**src/include/iel_defs.svh**
```systemverilog
/*
  Offsets, field positions, widths and reset values of the error
  detect and log block. Assumes a 12-bit APB byte address.
*/
`ifndef IEL_DEFS_SVH
`define IEL_DEFS_SVH

// ----------------------------------------------------------------
// Register byte offsets
// ----------------------------------------------------------------
`define IEL_OFF_IMU_PRI 12'h000
`define IEL_OFF_IMU_SEC 12'h004
`define IEL_OFF_IMU_MASK 12'h008
`define IEL_OFF_CTRL 12'h00C
`define IEL_OFF_EQ 12'h010
`define IEL_OFF_MMU_STS 12'h014
`define IEL_OFF_MMU_MASK 12'h018
`define IEL_OFF_FADDR_LO 12'h01C
`define IEL_OFF_FADDR_HI 12'h020
`define IEL_OFF_FSTS 12'h024
`define IEL_OFF_RDS0 12'h028
`define IEL_OFF_RDS1 12'h02C
`define IEL_OFF_RDS2 12'h030
`define IEL_OFF_SCS0 12'h034
`define IEL_OFF_SCS1 12'h038
`define IEL_OFF_SCS2 12'h03C
`define IEL_OFF_ADJ_BASE 12'h040
`define IEL_OFF_FATAL 12'h044

// ----------------------------------------------------------------
// Interrupt-unit status bit positions (secondary = primary + 32)
// ----------------------------------------------------------------
`define IEL_IMU_W 10
`define IEL_B_MSI_OFF 0
`define IEL_B_COR_OFF 1
`define IEL_B_NONFATAL_OFF 2
`define IEL_B_FATAL_OFF 3
`define IEL_B_PMEACK_OFF 5
`define IEL_B_MSI_PAR 6
`define IEL_B_MSI_MAL 7
`define IEL_B_EQ_OFF 8
`define IEL_B_EQ_OVF 9

// ----------------------------------------------------------------
// Control register bits
// ----------------------------------------------------------------
`define IEL_C_MSI_EN 0
`define IEL_C_COR_EN 1
`define IEL_C_NONFATAL_EN 2
`define IEL_C_FATAL_EN 3
`define IEL_C_PME_EN 4
`define IEL_C_PMEACK_EN 5
`define IEL_C_BYP_EN 8
`define IEL_C_HYPER 9
`define IEL_CTRL_RESET 32'h0000_0000

// ----------------------------------------------------------------
// Translation-unit status bits and address fields
// ----------------------------------------------------------------
`define IEL_MMU_W 6
`define IEL_M_BYP_ERR 0
`define IEL_M_BYP_OOR 1
`define IEL_M_DESC_INV 2
`define IEL_M_DESC_PAR 3
`define IEL_M_VA_OOR 4
`define IEL_M_ADJ_UF 5
`define IEL_VA_W 40
`define IEL_VA_OOR_HI 62
`define IEL_VA_OOR_LO 40

// ----------------------------------------------------------------
// Widths
// ----------------------------------------------------------------
`define IEL_EQ_N 8
`define IEL_EQ_IW 3
`define IEL_COMPLETION_TAG_FIELD_W 13
`define IEL_COMPLETION_TAG_FIELD_SW 4
`define IEL_TAG_W 8
`define IEL_ACK_W 8
`define IEL_FATAL_COMPLETION_TAG_FIELD 0
`define IEL_FATAL_ACK 1

`endif

```
**src/include/iel_pkg.sv**
```systemverilog
/*
  Types of the error detect and log block.
  Assumes iel_defs.svh is on the include path.
*/
`include "iel_defs.svh"

package iel_pkg;

  // ----------------------------------------------------------------
  // Message classes and event queue states
  // ----------------------------------------------------------------
  typedef enum logic [2:0] {
    IEL_MSG_COR, IEL_MSG_NONFATAL, IEL_MSG_FATAL, IEL_MSG_PME, IEL_MSG_PMEACK, IEL_MSG_OTHER
  } iel_msg_type;

  typedef enum logic {IEL_EQ_ACTIVE, IEL_EQ_ERROR} iel_eq_state_type;

  // ----------------------------------------------------------------
  // Transaction carriers
  // ----------------------------------------------------------------
  typedef struct packed {
    logic [7:0] ttype;
    logic [9:0] len;
    logic [15:0] req_id;
    logic [7:0] tag;
    logic [7:0] be;
    logic [31:0] data;
  } iel_log_type;

  typedef struct packed {
    logic is_msi;
    iel_msg_type msg;
    logic [`IEL_EQ_IW-1:0] eq;
    logic par_err;
    logic malformed;
    logic eq_ovf;
    iel_log_type info;
  } iel_imu_txn_type;

  typedef struct packed {
    logic is_null;
    iel_imu_txn_type txn;
  } iel_imu_out_type;

  typedef struct packed {
    logic [63:0] va;
    logic [15:0] id;
    logic [6:0] ttype;
    logic is_read;
    logic bypass;
    logic desc_inv;
    logic desc_par;
  } iel_xl_req_type;

endpackage

```
**src/hdl/iel_error_log.sv**
```systemverilog
/*
  Error detect and log block of the I/O data unit: interrupt-unit
  checks with null conversion, translation-unit fault logging,
  completion tag ECC and acknowledge parity on the return switch.
  Assumes all event inputs are one-cycle pulses synchronous to I_MCLK,
  a zero-wait APB master, and that warm reset drives I_RESET_N.
*/
// The register addresses and the APB interface to the registers were chosen for this implementation.
`include "iel_defs.svh"

// How it works
// - Tag ECC: fix single-bit errors; uncorrectable drops packet and credit, fatal.
// - Acknowledge parity error drops credit return to interrupt unit; fatal.
// - MSI while disabled sets bit 0 or 32 and logs to receive log.
// - MSI data parity sets bit 6 or 38, logs to receive log.
// - Malformed MSI sets bit 7 or 39, logs to receive log.
// - Rejected MSI or message leaves in order as a null transaction.
// - Disabled correctable message sets bit 1 or 33 and logs.
// - Disabled nonfatal message sets bit 2 or 34 and logs.
// - Disabled fatal message sets bit 3 or 35 and logs.
// - Disabled power-management event message sets bit 1 or 33 and logs.
// - Disabled turn-off acknowledge sets bit 5 or 37 and logs.
// - Write to disabled event queue sets bit 8 or 40, status log.
// - Queue overflow sets bit 9 or 41, no log, queue goes ERROR.
// - Every recorded interrupt-unit or translation-unit error raises a maskable interrupt.
// - Bypass access with bypass disabled sets bypass error, logs address, ID, type.
// - Legacy model only: bypass address out of range sets its bit and logs.
// - Any translation fault aborts: writes dropped, reads completer abort.
// - Hypervisor model: invalid descriptor sets bit, logs adjusted address.
// - Hypervisor model: descriptor parity sets bit, logs adjusted address.
// - Hypervisor model: address bits 62:40 nonzero sets range bit, logs.
// - Hypervisor model: adjusted address underflow sets bit, logs.
// - Tag ECC error sends a correctable or an uncorrectable indication to the noncacheable hub.
module iel_error_log (
  // Clock and reset
  input wire logic I_MCLK,
  input wire logic I_RESET_N,
  // APB slave
  input wire logic I_PSEL,
  input wire logic I_PENABLE,
  input wire logic I_PWRITE,
  input wire logic [11:0] I_PADDR,
  input wire logic [31:0] I_PWDATA,
  output logic [31:0] O_PRDATA,
  output logic O_PREADY,
  output logic O_PSLVERR,
  // Interrupt pipeline in and out
  input wire logic I_IMU_VALID,
  input wire iel_pkg::iel_imu_txn_type I_IMU_TXN,
  output logic O_IMU_VALID,
  output iel_pkg::iel_imu_out_type O_IMU_TXN,
  // Completion tag from the return path
  input wire logic I_COMPLETION_TAG_FIELD_VALID,
  input wire logic [`IEL_COMPLETION_TAG_FIELD_W-1:0] I_COMPLETION_TAG_FIELD_CODE,
  output logic O_COMPLETION_TAG_FIELD_VALID,
  output logic [`IEL_TAG_W-1:0] O_COMPLETION_TAG_FIELD,
  output logic O_COMPLETION_TAG_FIELD_CREDIT,
  output logic O_HUB_CE,
  output logic O_HUB_UE,
  // Interrupt acknowledge from the noncacheable hub
  input wire logic I_ACK_VALID,
  input wire logic [`IEL_ACK_W-1:0] I_ACK_DATA,
  input wire logic I_ACK_PARITY,
  output logic O_ACK_CREDIT,
  output logic O_HUB_ACK_ERR,
  // Translation requests
  input wire logic I_XL_VALID,
  input wire iel_pkg::iel_xl_req_type I_XL_REQ,
  output logic O_XL_PASS,
  output logic O_XL_ABORT,
  output logic O_XL_ABORT_READ,
  // Status
  output logic O_IRQ,
  output logic O_FATAL
);

  // ----------------------------------------------------------------
  // Register bus decode
  // ----------------------------------------------------------------
  wire acc = I_PSEL && I_PENABLE;
  wire wr = acc && I_PWRITE;
  wire hit_pri = I_PADDR == `IEL_OFF_IMU_PRI;
  wire hit_sec = I_PADDR == `IEL_OFF_IMU_SEC;
  wire hit_imask = I_PADDR == `IEL_OFF_IMU_MASK;
  wire hit_ctrl = I_PADDR == `IEL_OFF_CTRL;
  wire hit_eq = I_PADDR == `IEL_OFF_EQ;
  wire hit_msts = I_PADDR == `IEL_OFF_MMU_STS;
  wire hit_mmask = I_PADDR == `IEL_OFF_MMU_MASK;
  wire hit_base = I_PADDR == `IEL_OFF_ADJ_BASE;
  wire hit_ro = I_PADDR inside {`IEL_OFF_FADDR_LO, `IEL_OFF_FADDR_HI, `IEL_OFF_FSTS, `IEL_OFF_RDS0,
    `IEL_OFF_RDS1, `IEL_OFF_RDS2, `IEL_OFF_SCS0, `IEL_OFF_SCS1, `IEL_OFF_SCS2, `IEL_OFF_FATAL};
  wire mapped = hit_pri || hit_sec || hit_imask || hit_ctrl || hit_eq || hit_msts || hit_mmask ||
    hit_base || hit_ro;

  logic [31:0] ctrl;
  logic [`IEL_IMU_W-1:0] imu_mask;
  logic [`IEL_MMU_W-1:0] mmu_mask;
  logic [`IEL_VA_W-1:0] adj_base;
  logic [`IEL_EQ_N-1:0] eq_en;
  iel_pkg::iel_eq_state_type eq_state [`IEL_EQ_N];
  logic [`IEL_EQ_N-1:0] eq_err;
  logic [`IEL_IMU_W-1:0] imu_pri;
  logic [`IEL_IMU_W-1:0] imu_sec;
  logic [`IEL_MMU_W-1:0] mmu_sts;
  logic [63:0] fault_addr;
  logic [31:0] fault_sts;
  iel_pkg::iel_log_type rds_log;
  iel_pkg::iel_log_type scs_log;
  logic [1:0] fatal;

  // ----------------------------------------------------------------
  // Interrupt-unit checks
  // ----------------------------------------------------------------
  iel_pkg::iel_imu_txn_type t;
  assign t = I_IMU_TXN;
  logic msg_off;
  always_comb begin
    case (t.msg)
      iel_pkg::IEL_MSG_COR: msg_off = !ctrl[`IEL_C_COR_EN];
      iel_pkg::IEL_MSG_NONFATAL: msg_off = !ctrl[`IEL_C_NONFATAL_EN];
      iel_pkg::IEL_MSG_FATAL: msg_off = !ctrl[`IEL_C_FATAL_EN];
      iel_pkg::IEL_MSG_PME: msg_off = !ctrl[`IEL_C_PME_EN];
      iel_pkg::IEL_MSG_PMEACK: msg_off = !ctrl[`IEL_C_PMEACK_EN];
      default: msg_off = 1'b0;
    endcase
  end

  // One error per transaction, first check in this order wins
  logic [`IEL_IMU_W-1:0] imu_ev;
  always_comb begin
    imu_ev = '0;
    if (I_IMU_VALID) begin
      if (t.is_msi && !ctrl[`IEL_C_MSI_EN]) begin
        imu_ev[`IEL_B_MSI_OFF] = 1'b1;
      end else if (t.is_msi && t.par_err) begin
        imu_ev[`IEL_B_MSI_PAR] = 1'b1;
      end else if (t.is_msi && t.malformed) begin
        imu_ev[`IEL_B_MSI_MAL] = 1'b1;
      end else if (!t.is_msi && msg_off) begin
        imu_ev[`IEL_B_COR_OFF] = t.msg inside {iel_pkg::IEL_MSG_COR, iel_pkg::IEL_MSG_PME};
        imu_ev[`IEL_B_NONFATAL_OFF] = t.msg == iel_pkg::IEL_MSG_NONFATAL;
        imu_ev[`IEL_B_FATAL_OFF] = t.msg == iel_pkg::IEL_MSG_FATAL;
        imu_ev[`IEL_B_PMEACK_OFF] = t.msg == iel_pkg::IEL_MSG_PMEACK;
      end else if (!eq_en[t.eq]) begin
        imu_ev[`IEL_B_EQ_OFF] = 1'b1;
      end else if (t.eq_ovf) begin
        imu_ev[`IEL_B_EQ_OVF] = 1'b1;
      end
    end
  end
  wire imu_rej = |imu_ev;
  wire log_rds = |imu_ev[`IEL_B_MSI_MAL:`IEL_B_MSI_OFF];
  wire log_scs = imu_ev[`IEL_B_EQ_OFF];

  // ----------------------------------------------------------------
  // Primary and secondary bits, set wins over clear
  // ----------------------------------------------------------------
  wire pri_clr_en = wr && hit_pri;
  wire sec_clr_en = wr && hit_sec;
  genvar gi;
  generate
    for (gi = 0; gi < `IEL_IMU_W; gi++) begin : g_imu
      wire set_pri = imu_ev[gi] && !imu_pri[gi];
      wire set_sec = imu_ev[gi] && imu_pri[gi];
      always_ff @(posedge I_MCLK or negedge I_RESET_N) begin
        if (!I_RESET_N) begin
          imu_pri[gi] <= 1'b0;
          imu_sec[gi] <= 1'b0;
        end else begin
          imu_pri[gi] <= set_pri || (imu_pri[gi] && !(pri_clr_en && I_PWDATA[gi]));
          imu_sec[gi] <= set_sec || (imu_sec[gi] && !(sec_clr_en && I_PWDATA[gi]));
        end
      end
    end
    for (gi = 0; gi < `IEL_EQ_N; gi++) begin : g_eq
      wire ovf = imu_ev[`IEL_B_EQ_OVF] && t.eq == `IEL_EQ_IW'(gi);
      wire rearm = wr && hit_eq && I_PWDATA[gi + `IEL_EQ_N];
      always_ff @(posedge I_MCLK or negedge I_RESET_N) begin
        if (!I_RESET_N) begin
          eq_state[gi] <= iel_pkg::IEL_EQ_ACTIVE;
        end else if (ovf) begin
          eq_state[gi] <= iel_pkg::IEL_EQ_ERROR;
        end else if (rearm) begin
          eq_state[gi] <= iel_pkg::IEL_EQ_ACTIVE;
        end
      end
      assign eq_err[gi] = eq_state[gi] == iel_pkg::IEL_EQ_ERROR;
    end
  endgenerate

  // rejected items leave as null, same order
  always_ff @(posedge I_MCLK or negedge I_RESET_N) begin
    if (!I_RESET_N) begin
      O_IMU_VALID <= 1'b0;
      O_IMU_TXN <= '0;
    end else begin
      O_IMU_VALID <= I_IMU_VALID;
      O_IMU_TXN <= {imu_rej, I_IMU_TXN};
    end
  end

  always_ff @(posedge I_MCLK or negedge I_RESET_N) begin
    if (!I_RESET_N) begin
      rds_log <= '0;
      scs_log <= '0;
    end else begin
      if (log_rds) rds_log <= t.info;
      if (log_scs) scs_log <= t.info;
    end
  end

  // ----------------------------------------------------------------
  // Translation-unit faults
  // ----------------------------------------------------------------
  iel_pkg::iel_xl_req_type x;
  assign x = I_XL_REQ;
  wire hyper = ctrl[`IEL_C_HYPER];
  wire hi_nz = |x.va[`IEL_VA_OOR_HI:`IEL_VA_OOR_LO];
  wire [`IEL_VA_W-1:0] adj_low = x.va[`IEL_VA_W-1:0] - adj_base;
  wire [63:0] adj_va = {x.va[63:`IEL_VA_W], adj_low};
  logic [`IEL_MMU_W-1:0] mmu_ev;
  always_comb begin
    mmu_ev = '0;
    if (I_XL_VALID) begin
      if (x.bypass) begin
        mmu_ev[`IEL_M_BYP_ERR] = !ctrl[`IEL_C_BYP_EN];
        mmu_ev[`IEL_M_BYP_OOR] = ctrl[`IEL_C_BYP_EN] && !hyper && hi_nz;
      end else if (hyper) begin
        if (hi_nz) mmu_ev[`IEL_M_VA_OOR] = 1'b1;
        else if (x.desc_inv) mmu_ev[`IEL_M_DESC_INV] = 1'b1;
        else if (x.desc_par) mmu_ev[`IEL_M_DESC_PAR] = 1'b1;
        else if (x.va[`IEL_VA_W-1:0] < adj_base) mmu_ev[`IEL_M_ADJ_UF] = 1'b1;
      end
    end
  end
  wire xl_fault = |mmu_ev;
  // Bypass logs raw address, hypervisor translation logs adjusted one
  wire [63:0] log_va = (x.bypass || !hyper) ? x.va : adj_va;

  always_ff @(posedge I_MCLK or negedge I_RESET_N) begin
    if (!I_RESET_N) begin
      mmu_sts <= '0;
      fault_addr <= '0;
      fault_sts <= '0;
    end else begin
      mmu_sts <= mmu_ev | (mmu_sts & ~((wr && hit_msts) ? I_PWDATA[`IEL_MMU_W-1:0] : '0));
      if (xl_fault) begin
        fault_addr <= log_va;
        fault_sts <= {9'h000, x.ttype, x.id};
      end
    end
  end

  always_ff @(posedge I_MCLK or negedge I_RESET_N) begin
    if (!I_RESET_N) begin
      O_XL_PASS <= 1'b0;
      O_XL_ABORT <= 1'b0;
      O_XL_ABORT_READ <= 1'b0;
    end else begin
      O_XL_PASS <= I_XL_VALID && !xl_fault;
      O_XL_ABORT <= xl_fault;
      O_XL_ABORT_READ <= xl_fault && x.is_read;
    end
  end

  // ----------------------------------------------------------------
  // Completion tag SECDED and acknowledge parity
  // ----------------------------------------------------------------
  // Hamming positions 1..12 plus overall parity in bit 0
  function automatic logic [`IEL_COMPLETION_TAG_FIELD_SW-1:0] completion_tag_field_syn(input logic [`IEL_COMPLETION_TAG_FIELD_W-1:0] c);
    logic [`IEL_COMPLETION_TAG_FIELD_SW-1:0] s;
    s = '0;
    for (int p = 1; p < `IEL_COMPLETION_TAG_FIELD_W; p++) begin
      for (int k = 0; k < `IEL_COMPLETION_TAG_FIELD_SW; k++) begin
        if (p[k]) s[k] = s[k] ^ c[p];
      end
    end
    return s;
  endfunction

  wire [`IEL_COMPLETION_TAG_FIELD_SW-1:0] syn = completion_tag_field_syn(I_COMPLETION_TAG_FIELD_CODE);
  wire par_bad = ^I_COMPLETION_TAG_FIELD_CODE;
  wire completion_tag_field_ce = I_COMPLETION_TAG_FIELD_VALID && par_bad;
  wire completion_tag_field_ue = I_COMPLETION_TAG_FIELD_VALID && !par_bad && (syn != '0);
  wire [`IEL_COMPLETION_TAG_FIELD_W-1:0] fixed = I_COMPLETION_TAG_FIELD_CODE ^ (`IEL_COMPLETION_TAG_FIELD_W'(1) << syn);
  wire [`IEL_TAG_W-1:0] tag_data = {fixed[12:9], fixed[7:5], fixed[3]};
  wire ack_bad = I_ACK_VALID && ((^I_ACK_DATA) != I_ACK_PARITY);

  always_ff @(posedge I_MCLK or negedge I_RESET_N) begin
    if (!I_RESET_N) begin
      O_COMPLETION_TAG_FIELD_VALID <= 1'b0;
      O_COMPLETION_TAG_FIELD <= '0;
      O_COMPLETION_TAG_FIELD_CREDIT <= 1'b0;
      O_HUB_CE <= 1'b0;
      O_HUB_UE <= 1'b0;
      O_ACK_CREDIT <= 1'b0;
      O_HUB_ACK_ERR <= 1'b0;
      fatal <= '0;
    end else begin
      O_COMPLETION_TAG_FIELD_VALID <= I_COMPLETION_TAG_FIELD_VALID && !completion_tag_field_ue;
      O_COMPLETION_TAG_FIELD_CREDIT <= I_COMPLETION_TAG_FIELD_VALID && !completion_tag_field_ue;
      O_COMPLETION_TAG_FIELD <= tag_data;
      O_HUB_CE <= completion_tag_field_ce;
      O_HUB_UE <= completion_tag_field_ue;
      O_ACK_CREDIT <= I_ACK_VALID && !ack_bad;
      O_HUB_ACK_ERR <= ack_bad;
      // Fatal holds until warm reset
      fatal <= fatal | {ack_bad, completion_tag_field_ue};
    end
  end

  // ----------------------------------------------------------------
  // Software registers and interrupt
  // ----------------------------------------------------------------
  always_ff @(posedge I_MCLK or negedge I_RESET_N) begin
    if (!I_RESET_N) begin
      ctrl <= `IEL_CTRL_RESET;
      imu_mask <= '0;
      mmu_mask <= '0;
      adj_base <= '0;
      eq_en <= '0;
    end else if (wr) begin
      if (hit_ctrl) ctrl <= I_PWDATA;
      if (hit_imask) imu_mask <= I_PWDATA[`IEL_IMU_W-1:0];
      if (hit_mmask) mmu_mask <= I_PWDATA[`IEL_MMU_W-1:0];
      if (hit_base) adj_base <= {8'h00, I_PWDATA};
      if (hit_eq) eq_en <= I_PWDATA[`IEL_EQ_N-1:0];
    end
  end

  always_ff @(posedge I_MCLK or negedge I_RESET_N) begin
    if (!I_RESET_N) begin
      O_IRQ <= 1'b0;
    end else begin
      O_IRQ <= |((imu_pri | imu_sec) & imu_mask) || |(mmu_sts & mmu_mask);
    end
  end
  assign O_FATAL = |fatal;

  // Zero-wait slave; unmapped addresses answer with an error
  assign O_PREADY = 1'b1;
  assign O_PSLVERR = acc && !mapped;
  always_comb begin
    case (I_PADDR)
      `IEL_OFF_IMU_PRI: O_PRDATA = 32'(imu_pri);
      `IEL_OFF_IMU_SEC: O_PRDATA = 32'(imu_sec);
      `IEL_OFF_IMU_MASK: O_PRDATA = 32'(imu_mask);
      `IEL_OFF_CTRL: O_PRDATA = ctrl;
      `IEL_OFF_EQ: O_PRDATA = {16'h0000, eq_err, eq_en};
      `IEL_OFF_MMU_STS: O_PRDATA = 32'(mmu_sts);
      `IEL_OFF_MMU_MASK: O_PRDATA = 32'(mmu_mask);
      `IEL_OFF_FADDR_LO: O_PRDATA = fault_addr[31:0];
      `IEL_OFF_FADDR_HI: O_PRDATA = fault_addr[63:32];
      `IEL_OFF_FSTS: O_PRDATA = fault_sts;
      `IEL_OFF_RDS0: O_PRDATA = {rds_log.req_id, rds_log.tag, rds_log.ttype};
      `IEL_OFF_RDS1: O_PRDATA = {14'h0000, rds_log.be, rds_log.len};
      `IEL_OFF_RDS2: O_PRDATA = rds_log.data;
      `IEL_OFF_SCS0: O_PRDATA = {scs_log.req_id, scs_log.tag, scs_log.ttype};
      `IEL_OFF_SCS1: O_PRDATA = {14'h0000, scs_log.be, scs_log.len};
      `IEL_OFF_SCS2: O_PRDATA = scs_log.data;
      `IEL_OFF_ADJ_BASE: O_PRDATA = adj_base[31:0];
      `IEL_OFF_FATAL: O_PRDATA = 32'(fatal);
      default: O_PRDATA = 32'h0000_0000;
    endcase
  end
endmodule

```
**config.mk**
```make
export PLATFORM = sky130hd
export DESIGN_NAME = iel_error_log
export DESIGN_NICKNAME = d
export VERILOG_FILES = /design/src/include/iel_pkg.sv /design/src/hdl/iel_error_log.sv
export VERILOG_INCLUDE_DIRS = /design/src /design/src/include
export SDC_FILE = /design/constraint.sdc
export NUM_CORES = 1
export LEC_CHECK = 0
export ABC_AREA = 0
export BUFFER_PORTS_ARGS = -buffer_cell sky130_fd_sc_hd__buf_2
export CORE_MARGIN = 3
export CORE_UTILIZATION = 43
export CTS_CLUSTER_DIAMETER = 80
export DETAILED_ROUTE_END_ITERATION = 7
export PLACE_DENSITY = 0.76
export SKIP_CTS_REPAIR_TIMING = 1
export SYNTH_ARGS = -nofsm -noshare
export SYNTH_HDL_FRONTEND = slang
export SYNTH_SLANG_ARGS = --single-unit
```
**constraint.sdc**
```tcl
create_clock -name I_MCLK -period 3.9 [get_ports I_MCLK]
set_input_delay 0.78 -clock I_MCLK [delete_from_list [all_inputs] [get_ports I_MCLK]]
set_output_delay 0.78 -clock I_MCLK [all_outputs]
set_load 0.1 [all_outputs]
```
==> flow_summary.ini, run 1 <==
[placement]
numPlacedInstances = 2909
post-dp-hpwl_um = 55900
portBuffers = 403
place.gp.congestion = 0.923

[sta]
grt_setup_unrepaired = false
hold_viol_final = 0
setup_viol = 0
skew_ns = 0.0171
min_period_ns = 3.76
fin_tns_setup_ns = 0
drv_slew = 0
worst_pin_slew_ns = 0.868
post-route-period-util_pct = 96.3
fmax_mhz = 266
slew_headroom_pct = 42.1

[pwr]
power_mw = 13.3
power.internal_mw = 9.38
pwr-share-comb_pct = 16.1
switchingPower_mw = 3.89
p_per_area_nw_per_um2 = 473
p_clk_share_pct = 38.9
p_leak_nw = 12.6
sequentialPowerShare_pct = 45.0
switching_share_pct = 29.3
vdd_drop_max_v = 0.000293

[route]
wl_per_cell_um = 25.1
drt_iter0_drc = 1936
wl_met3_um = 7010
vias = 17800
wl_met1_um = 30200
firstDrtPassIters = 8
met2_length_um = 35800
postRouteAntennaNets = 0
postRouteWirelength_um = 75900
remaining_drc_errors = 4
highest_layer = met5
vias_per_cell = 5.91

[cts]
cts_max_path_buffers = 3
ctsRootBufferMaster = clkbuf_16
cts_tree = done
clk_latency_ns = 0.60
numCtsBuffers = 51
cts.sinks = 486
path_clk_slew_ns = 0.05
htree_num_levels = 2

[logic_synthesis]
synth_edf_count = 0
ys_ff_latch = 486
async_reset_ff_share_pct = 100
syn_area_sq_um = 22500
synth_warnings = 0
synth_nets = 2143
synth.distinct_cells = 78
synth.avg_cell_area_sq_um = 12.1
yosysSeqAreaShare_pct = 54.1
ys.flop_type = dfrtp_1
syn_inst = 1852

[cells_and_area]
stdcell_count = 3020
n_fill_cell = 4332
syn_to_final_growth_pct = 24.8
drive_above_1_share_pct = 39.5
final_cell_mix = dfrtp_1, buf_2, mux2_2
finalNetCount = 2573
final_common_cell = dfrtp_1

[setup_path]
cp-end-kind = output pin
r2r_end = fault_addr[28]
critPathLaunchType = input port
crit_type = input port to output pin
worst-path-max-fanout = 13
rr_startpoint = adj_base[20]
rrSetupSlack_ns = 0.71
reg2reg_depth = 11
arrival_ns = 2.98
worstPathRequired_ns = 3.12

[global_routing]
grt_overflow_total = 0
grt_max_degree = 99
grt_pass1_wl_um = 116000
grt_pass1_vias = 18600
track_usage_pct = 27.0
antenna_found_initial = 32

[die]
initial_core_util_pct = 43.7
rows = 83
dieArea_sq_um = 55100
core_sq_um = 51500
die_y_um = 235
fp.dieW_um = 235
boundaryPins = 405

[run_status]
status = finished, violations left
violations = DRC

[worst_hold_path]
hp-class = input port to asynchronous set/reset pin

[job]
drv_cap = 0
-- cell type report --
class	count	area (sq um)	area share, %
inverter	54	205	0.731
sequential	486	12200	43.3
clock buffer	67	1460	5.19
antenna	16	40.0	0.143
timing repair buffer	472	3260	11.6
clock inverter	28	339	1.21
multi-input combinational	1217	9760	34.8
tap	680	851	3.03
-- registers in the layout, indices dropped and copies added, names as in the netlist, 2 cells and up --
signal,cells
O_COMPLETION_TAG_FIELD,8
O_IMU_TXN,93
adj_base,32
ctrl,32
eq_en,8
eq_err,8
fatal,2
fault_addr,64
fault_sts,23
imu_mask,10
imu_pri,10
imu_sec,10
mmu_mask,6
mmu_sts,6
rds_log,82
scs_log,82
-- per-layer routing --
layer / up-vias / global-route usage, %
met4: 32 / 9.40
met1: 8990 / 35.5
met3: 187 / 7.44
met5: - / 0
li1: 7780 / -
met2: 846 / 43.1
-- power by group through the flow --
stage / clock (mW) / combinational (mW) / sequential (mW)
floorplan: 0 / 0.909 / 6.47
global placement: 0 / 2.07 / 6.03
detailed placement: 0 / 2.13 / 6.04
CTS: 5.23 / 2.14 / 5.96
global route: 5.44 / 2.28 / 6.01
finish: 5.17 / 2.13 / 5.98
-- cells in the mapped netlist, types with 37 or more instances --
cell      instances  area share [%]
clkbuf_1         47            0.78
o21ai_0          63             1.4
xnor2_1          38             1.5
dfrtp_1         486              54
inv_1            53            0.88
a22o_1           43             1.7
nand3_1          37            0.82
a22oi_1          75             2.5
a21oi_1          45             1.0
a221oi_1         38             1.5
mux2_2          264              13
nor2_1           86             1.4
nand2_1         142             2.4
-- per-stage QoR --
stage,util [%],worst slack (ns),hold slack [ns],cell area (sq um)
floorplan,-,0.00707,0.447,22500
global placement,50.9,0.107,0.470,26200
detailed placement,50.9,0.0818,0.467,26200
CTS,54.4,0.0788,0.269,28000
global route,54.5,0.00512,0.297,28100
finish,54.5,0.143,0.252,28100
-- critical path: stages --
cell,delay [ns]
buf_2,0.11
nor4_4,0.34
nand4_1,0.15
buf_4,0.19
nor2_1,0.23
buf_4,0.18
buf_4,0.25
a22o_1,0.18
a221oi_1,0.04
and3_1,0.20
nand2_1,0.11
buf_12,0.19
-- worst max-delay path by stage --
stage          startpoint  slack, ns            to
2_1_floorplan  I_PADDR[9]      0.007   O_PRDATA[3]
3_3_place_gp   I_PADDR[9]       0.11  O_PRDATA[14]
3_5_place_dp   I_PADDR[9]       0.08  O_PRDATA[15]
4_1_cts        I_PADDR[9]       0.08  O_PRDATA[15]
5_1_grt        I_PADDR[2]      0.005   O_PRDATA[0]
6_report       I_PADDR[9]       0.14  O_PRDATA[11]
-- cells by family (layout without fill, tap and decap cells) --
| group | count (synthesis) | in the layout | synth area share (%) |
|---|---|---|---|
| simple gates | 396 | 396 | 8.60 |
| compound gates | 416 | 416 | 13.8 |
| other cells | 1 | 17 | 0.0167 |
| xor+xnor | 60 | 60 | 2.34 |
| mux | 311 | 311 | 16.2 |
| flops | 486 | 486 | 54.1 |
| buf+inv | 149 | 621 | 3.10 |
| fa+ha+maj | 33 | 33 | 1.87 |
No activity file was read; power rests on OpenSTA's default activity.
==> run 2: changes to the inputs <==
--- a/config.mk
+++ b/config.mk
@@ -15,4 +15,5 @@
 export PLACE_DENSITY = 0.76
 export SKIP_CTS_REPAIR_TIMING = 1
+export SKIP_LAST_GASP = 1
 export SYNTH_ARGS = -nofsm -noshare
 export SYNTH_HDL_FRONTEND = slang
==> constraint.sdc (replaced) <==
create_clock -name I_MCLK -period 3.9 [get_ports I_MCLK]
set_input_delay 0.39 -clock I_MCLK [delete_from_list [all_inputs] [get_ports I_MCLK]]
set_output_delay 0.39 -clock I_MCLK [all_outputs]
set_load 0.1 [all_outputs]
==> run 2 against run 1 <==
- the run now ends clean
- wire length is 1.1% higher
- worst hold slack worse by 0.23 ns
- flip-flop and latch count stayed put
- global-route usage is 0.46 points lower
- non-clock buffer count is 67 higher
- largest power group unchanged
- first-iteration DRC count is 10% lower
- utilization is 0.53 points higher
- critical path depth is 2 lower
- critical path type is now flip-flop to flip-flop
==> flow_summary.ini, run 2 (synthesis results as in run 1) <==
[setup_path]
worstPathRequired_ns = 4.38
worst-path-max-fanout = 5
crit_chain = inv_1 > ha_1 > and2_1 > a221oi_1 > a32oi_1 > a21oi_1 > o21ai_1 > a31oi_1 > xor2_1 > mux2_4
crit_type = flip-flop to flip-flop
slowest_stage = a21oi_1
arrival_ns = 3.86
crit_path_start = adj_base[4]
cp-end-kind = flip-flop
reg2reg_depth = 10
r2r_end = fault_addr[39]
slowest_delay_ns = 0.57
endpoint = fault_addr[39]
rr_startpoint = adj_base[4]
critPathLaunchType = flip-flop
rrSetupSlack_ns = 0.52

[global_routing]
grt_overflow_total = 0
track_usage_pct = 26.5
grt_pass1_vias = 18300
grt_max_degree = 99
grt_pass1_wl_um = 113000
antenna_found_initial = 31

[route]
postRouteWirelength_um = 76700
postRouteAntennaNets = 0
remaining_drc_errors = 0
firstDrtPassIters = 6
vias = 18200
drt_iter0_drc = 1734
vias_per_cell = 5.90
wl_per_cell_um = 24.9

[cells_and_area]
design_area_sq_um = 28300
drive_above_1_share_pct = 36.6
layout_top_registers = O_IMU_TXN (93), rds_log (82), scs_log (82)
final_common_cell = dfrtp_1
finalNetCount = 2640
n_fill_cell = 4285
syn_to_final_growth_pct = 26.0
largest_register = O_IMU_TXN
largest_register_ffs = 93
final_cell_mix = dfrtp_1, buf_2, mux2_2

[cts]
clk_latency_ns = 0.61
ctsRootBufferMaster = clkbuf_16
cts_max_path_buffers = 3
numCtsBuffers = 51
cts.sinks = 486
htree_num_levels = 2
cts_tree = done
path_clk_slew_ns = 0.06

[pwr]
p_leak_nw = 12.7
vdd_drop_max_v = 0.000272
p_per_area_nw_per_um2 = 456

[sta]
fmax_mhz = 296
min_period_ns = 3.38
hold_viol_final = 0
slew_headroom_pct = 34.8
grt_setup_unrepaired = false
post-route-period-util_pct = 86.7
drv_slew = 0
setup_viol = 0
fin_tns_setup_ns = 0
skew_ns = 0.0262
worst_pin_slew_ns = 0.971

[run_status]
status = finished clean

[die]
initial_core_util_pct = 43.7
die_y_um = 235
fp.dieW_um = 235
boundaryPins = 405
rows = 83
dieArea_sq_um = 55100
core_sq_um = 51500

[placement]
portBuffers = 403
place.gp.congestion = 0.939
placed_cell_area_sq_um = 25800
post-dp-hpwl_um = 54300

[job]
drv_cap = 0

[worst_hold_path]
hp-class = input port to flip-flop
==> run 2: cell types whose count changed in the layout (fill, tap and decap cells not counted), moves of 4 or more <==
cell | previous run | this run
bufinv_16 | 6 | 2
dlygate4sd3_1 | 0 | 91
nand3_1 | 28 | 37
nand3_2 | 9 | 0
clkbuf_8 | 12 | 8
buf_2 | 370 | 384
buf_4 | 50 | 27
buf_12 | 51 | 36
clkbuf_1 | 4 | 9
==> run 2: layer usage <==
metal  vias to the layer above  share of wire, %  global-route usage [%]  routed length [um]
li1                       7912                 -                       -                   -
met1                      9153                40                    34.4               30500
met2                       897                47                    42.4               36000
met3                       224               9.0                    7.62                6900
met4                        28               4.0                    9.92                3080
met5                         -              0.21                       0                 164
==> run 2: cell type report <==
cell class                 instances  area [sq um]  share of cell area (%)
sequential                       486         12200                    42.9
multi-input combinational       1217          9680                    34.1
timing repair buffer             539          3770                    13.3
clock buffer                      68          1420                    5.01
tap                              680           851                    3.00
clock inverter                    23           213                   0.750
inverter                          54           205                   0.724
antenna                           18          45.0                   0.159
==> run 2: where the power goes <==
group          internal [mW]  switching (mW)
sequential              5.59           0.364
clock                   2.70            2.06
combinational          0.797            1.40
==> run 2: worst max-delay path, delay by kind of cell (launching register included) <==
family,cells,cell delay [ns]
flops,1,0.45
simple gates,1,0.18
buf+inv,1,0.08
fa+ha+maj,1,0.33
mux,1,0.26
compound gates,5,1.85
xor+xnor,1,0.09
==> run 2: stage by stage <==
step / power, mW / util (%) / hold WS (ns) / std cells / setup slack (ns)
floorplan: 7.38 / - / 0.0944 / 1852 / 0.643
global placement: 8.06 / 50.0 / 0.472 / 2885 / 0.592
detailed placement: 8.14 / 50.0 / 0.474 / 2885 / 0.577
CTS: 12.9 / 53.2 / -0.154 / 2976 / 0.589
global route: 13.4 / 55.0 / 0.00434 / 3079 / 0.366
finish: 12.9 / 55.0 / 0.0220 / 3085 / 0.520
==> run 2: worst min-delay path by stage <==
stage / startpoint / endpoint / cells after the start
after floorplan: I_RESET_N / O_ACK_CREDIT / 0
after global placement: I_RESET_N / O_IMU_TXN[48] / 1
after detailed placement: I_RESET_N / O_IMU_TXN[48] / 1
after CTS: I_RESET_N / O_IMU_TXN[48] / 1
after global routing: I_IMU_TXN[72] / O_IMU_TXN[72] / 1
final: I_XL_REQ[14] / fault_sts[3] / 2
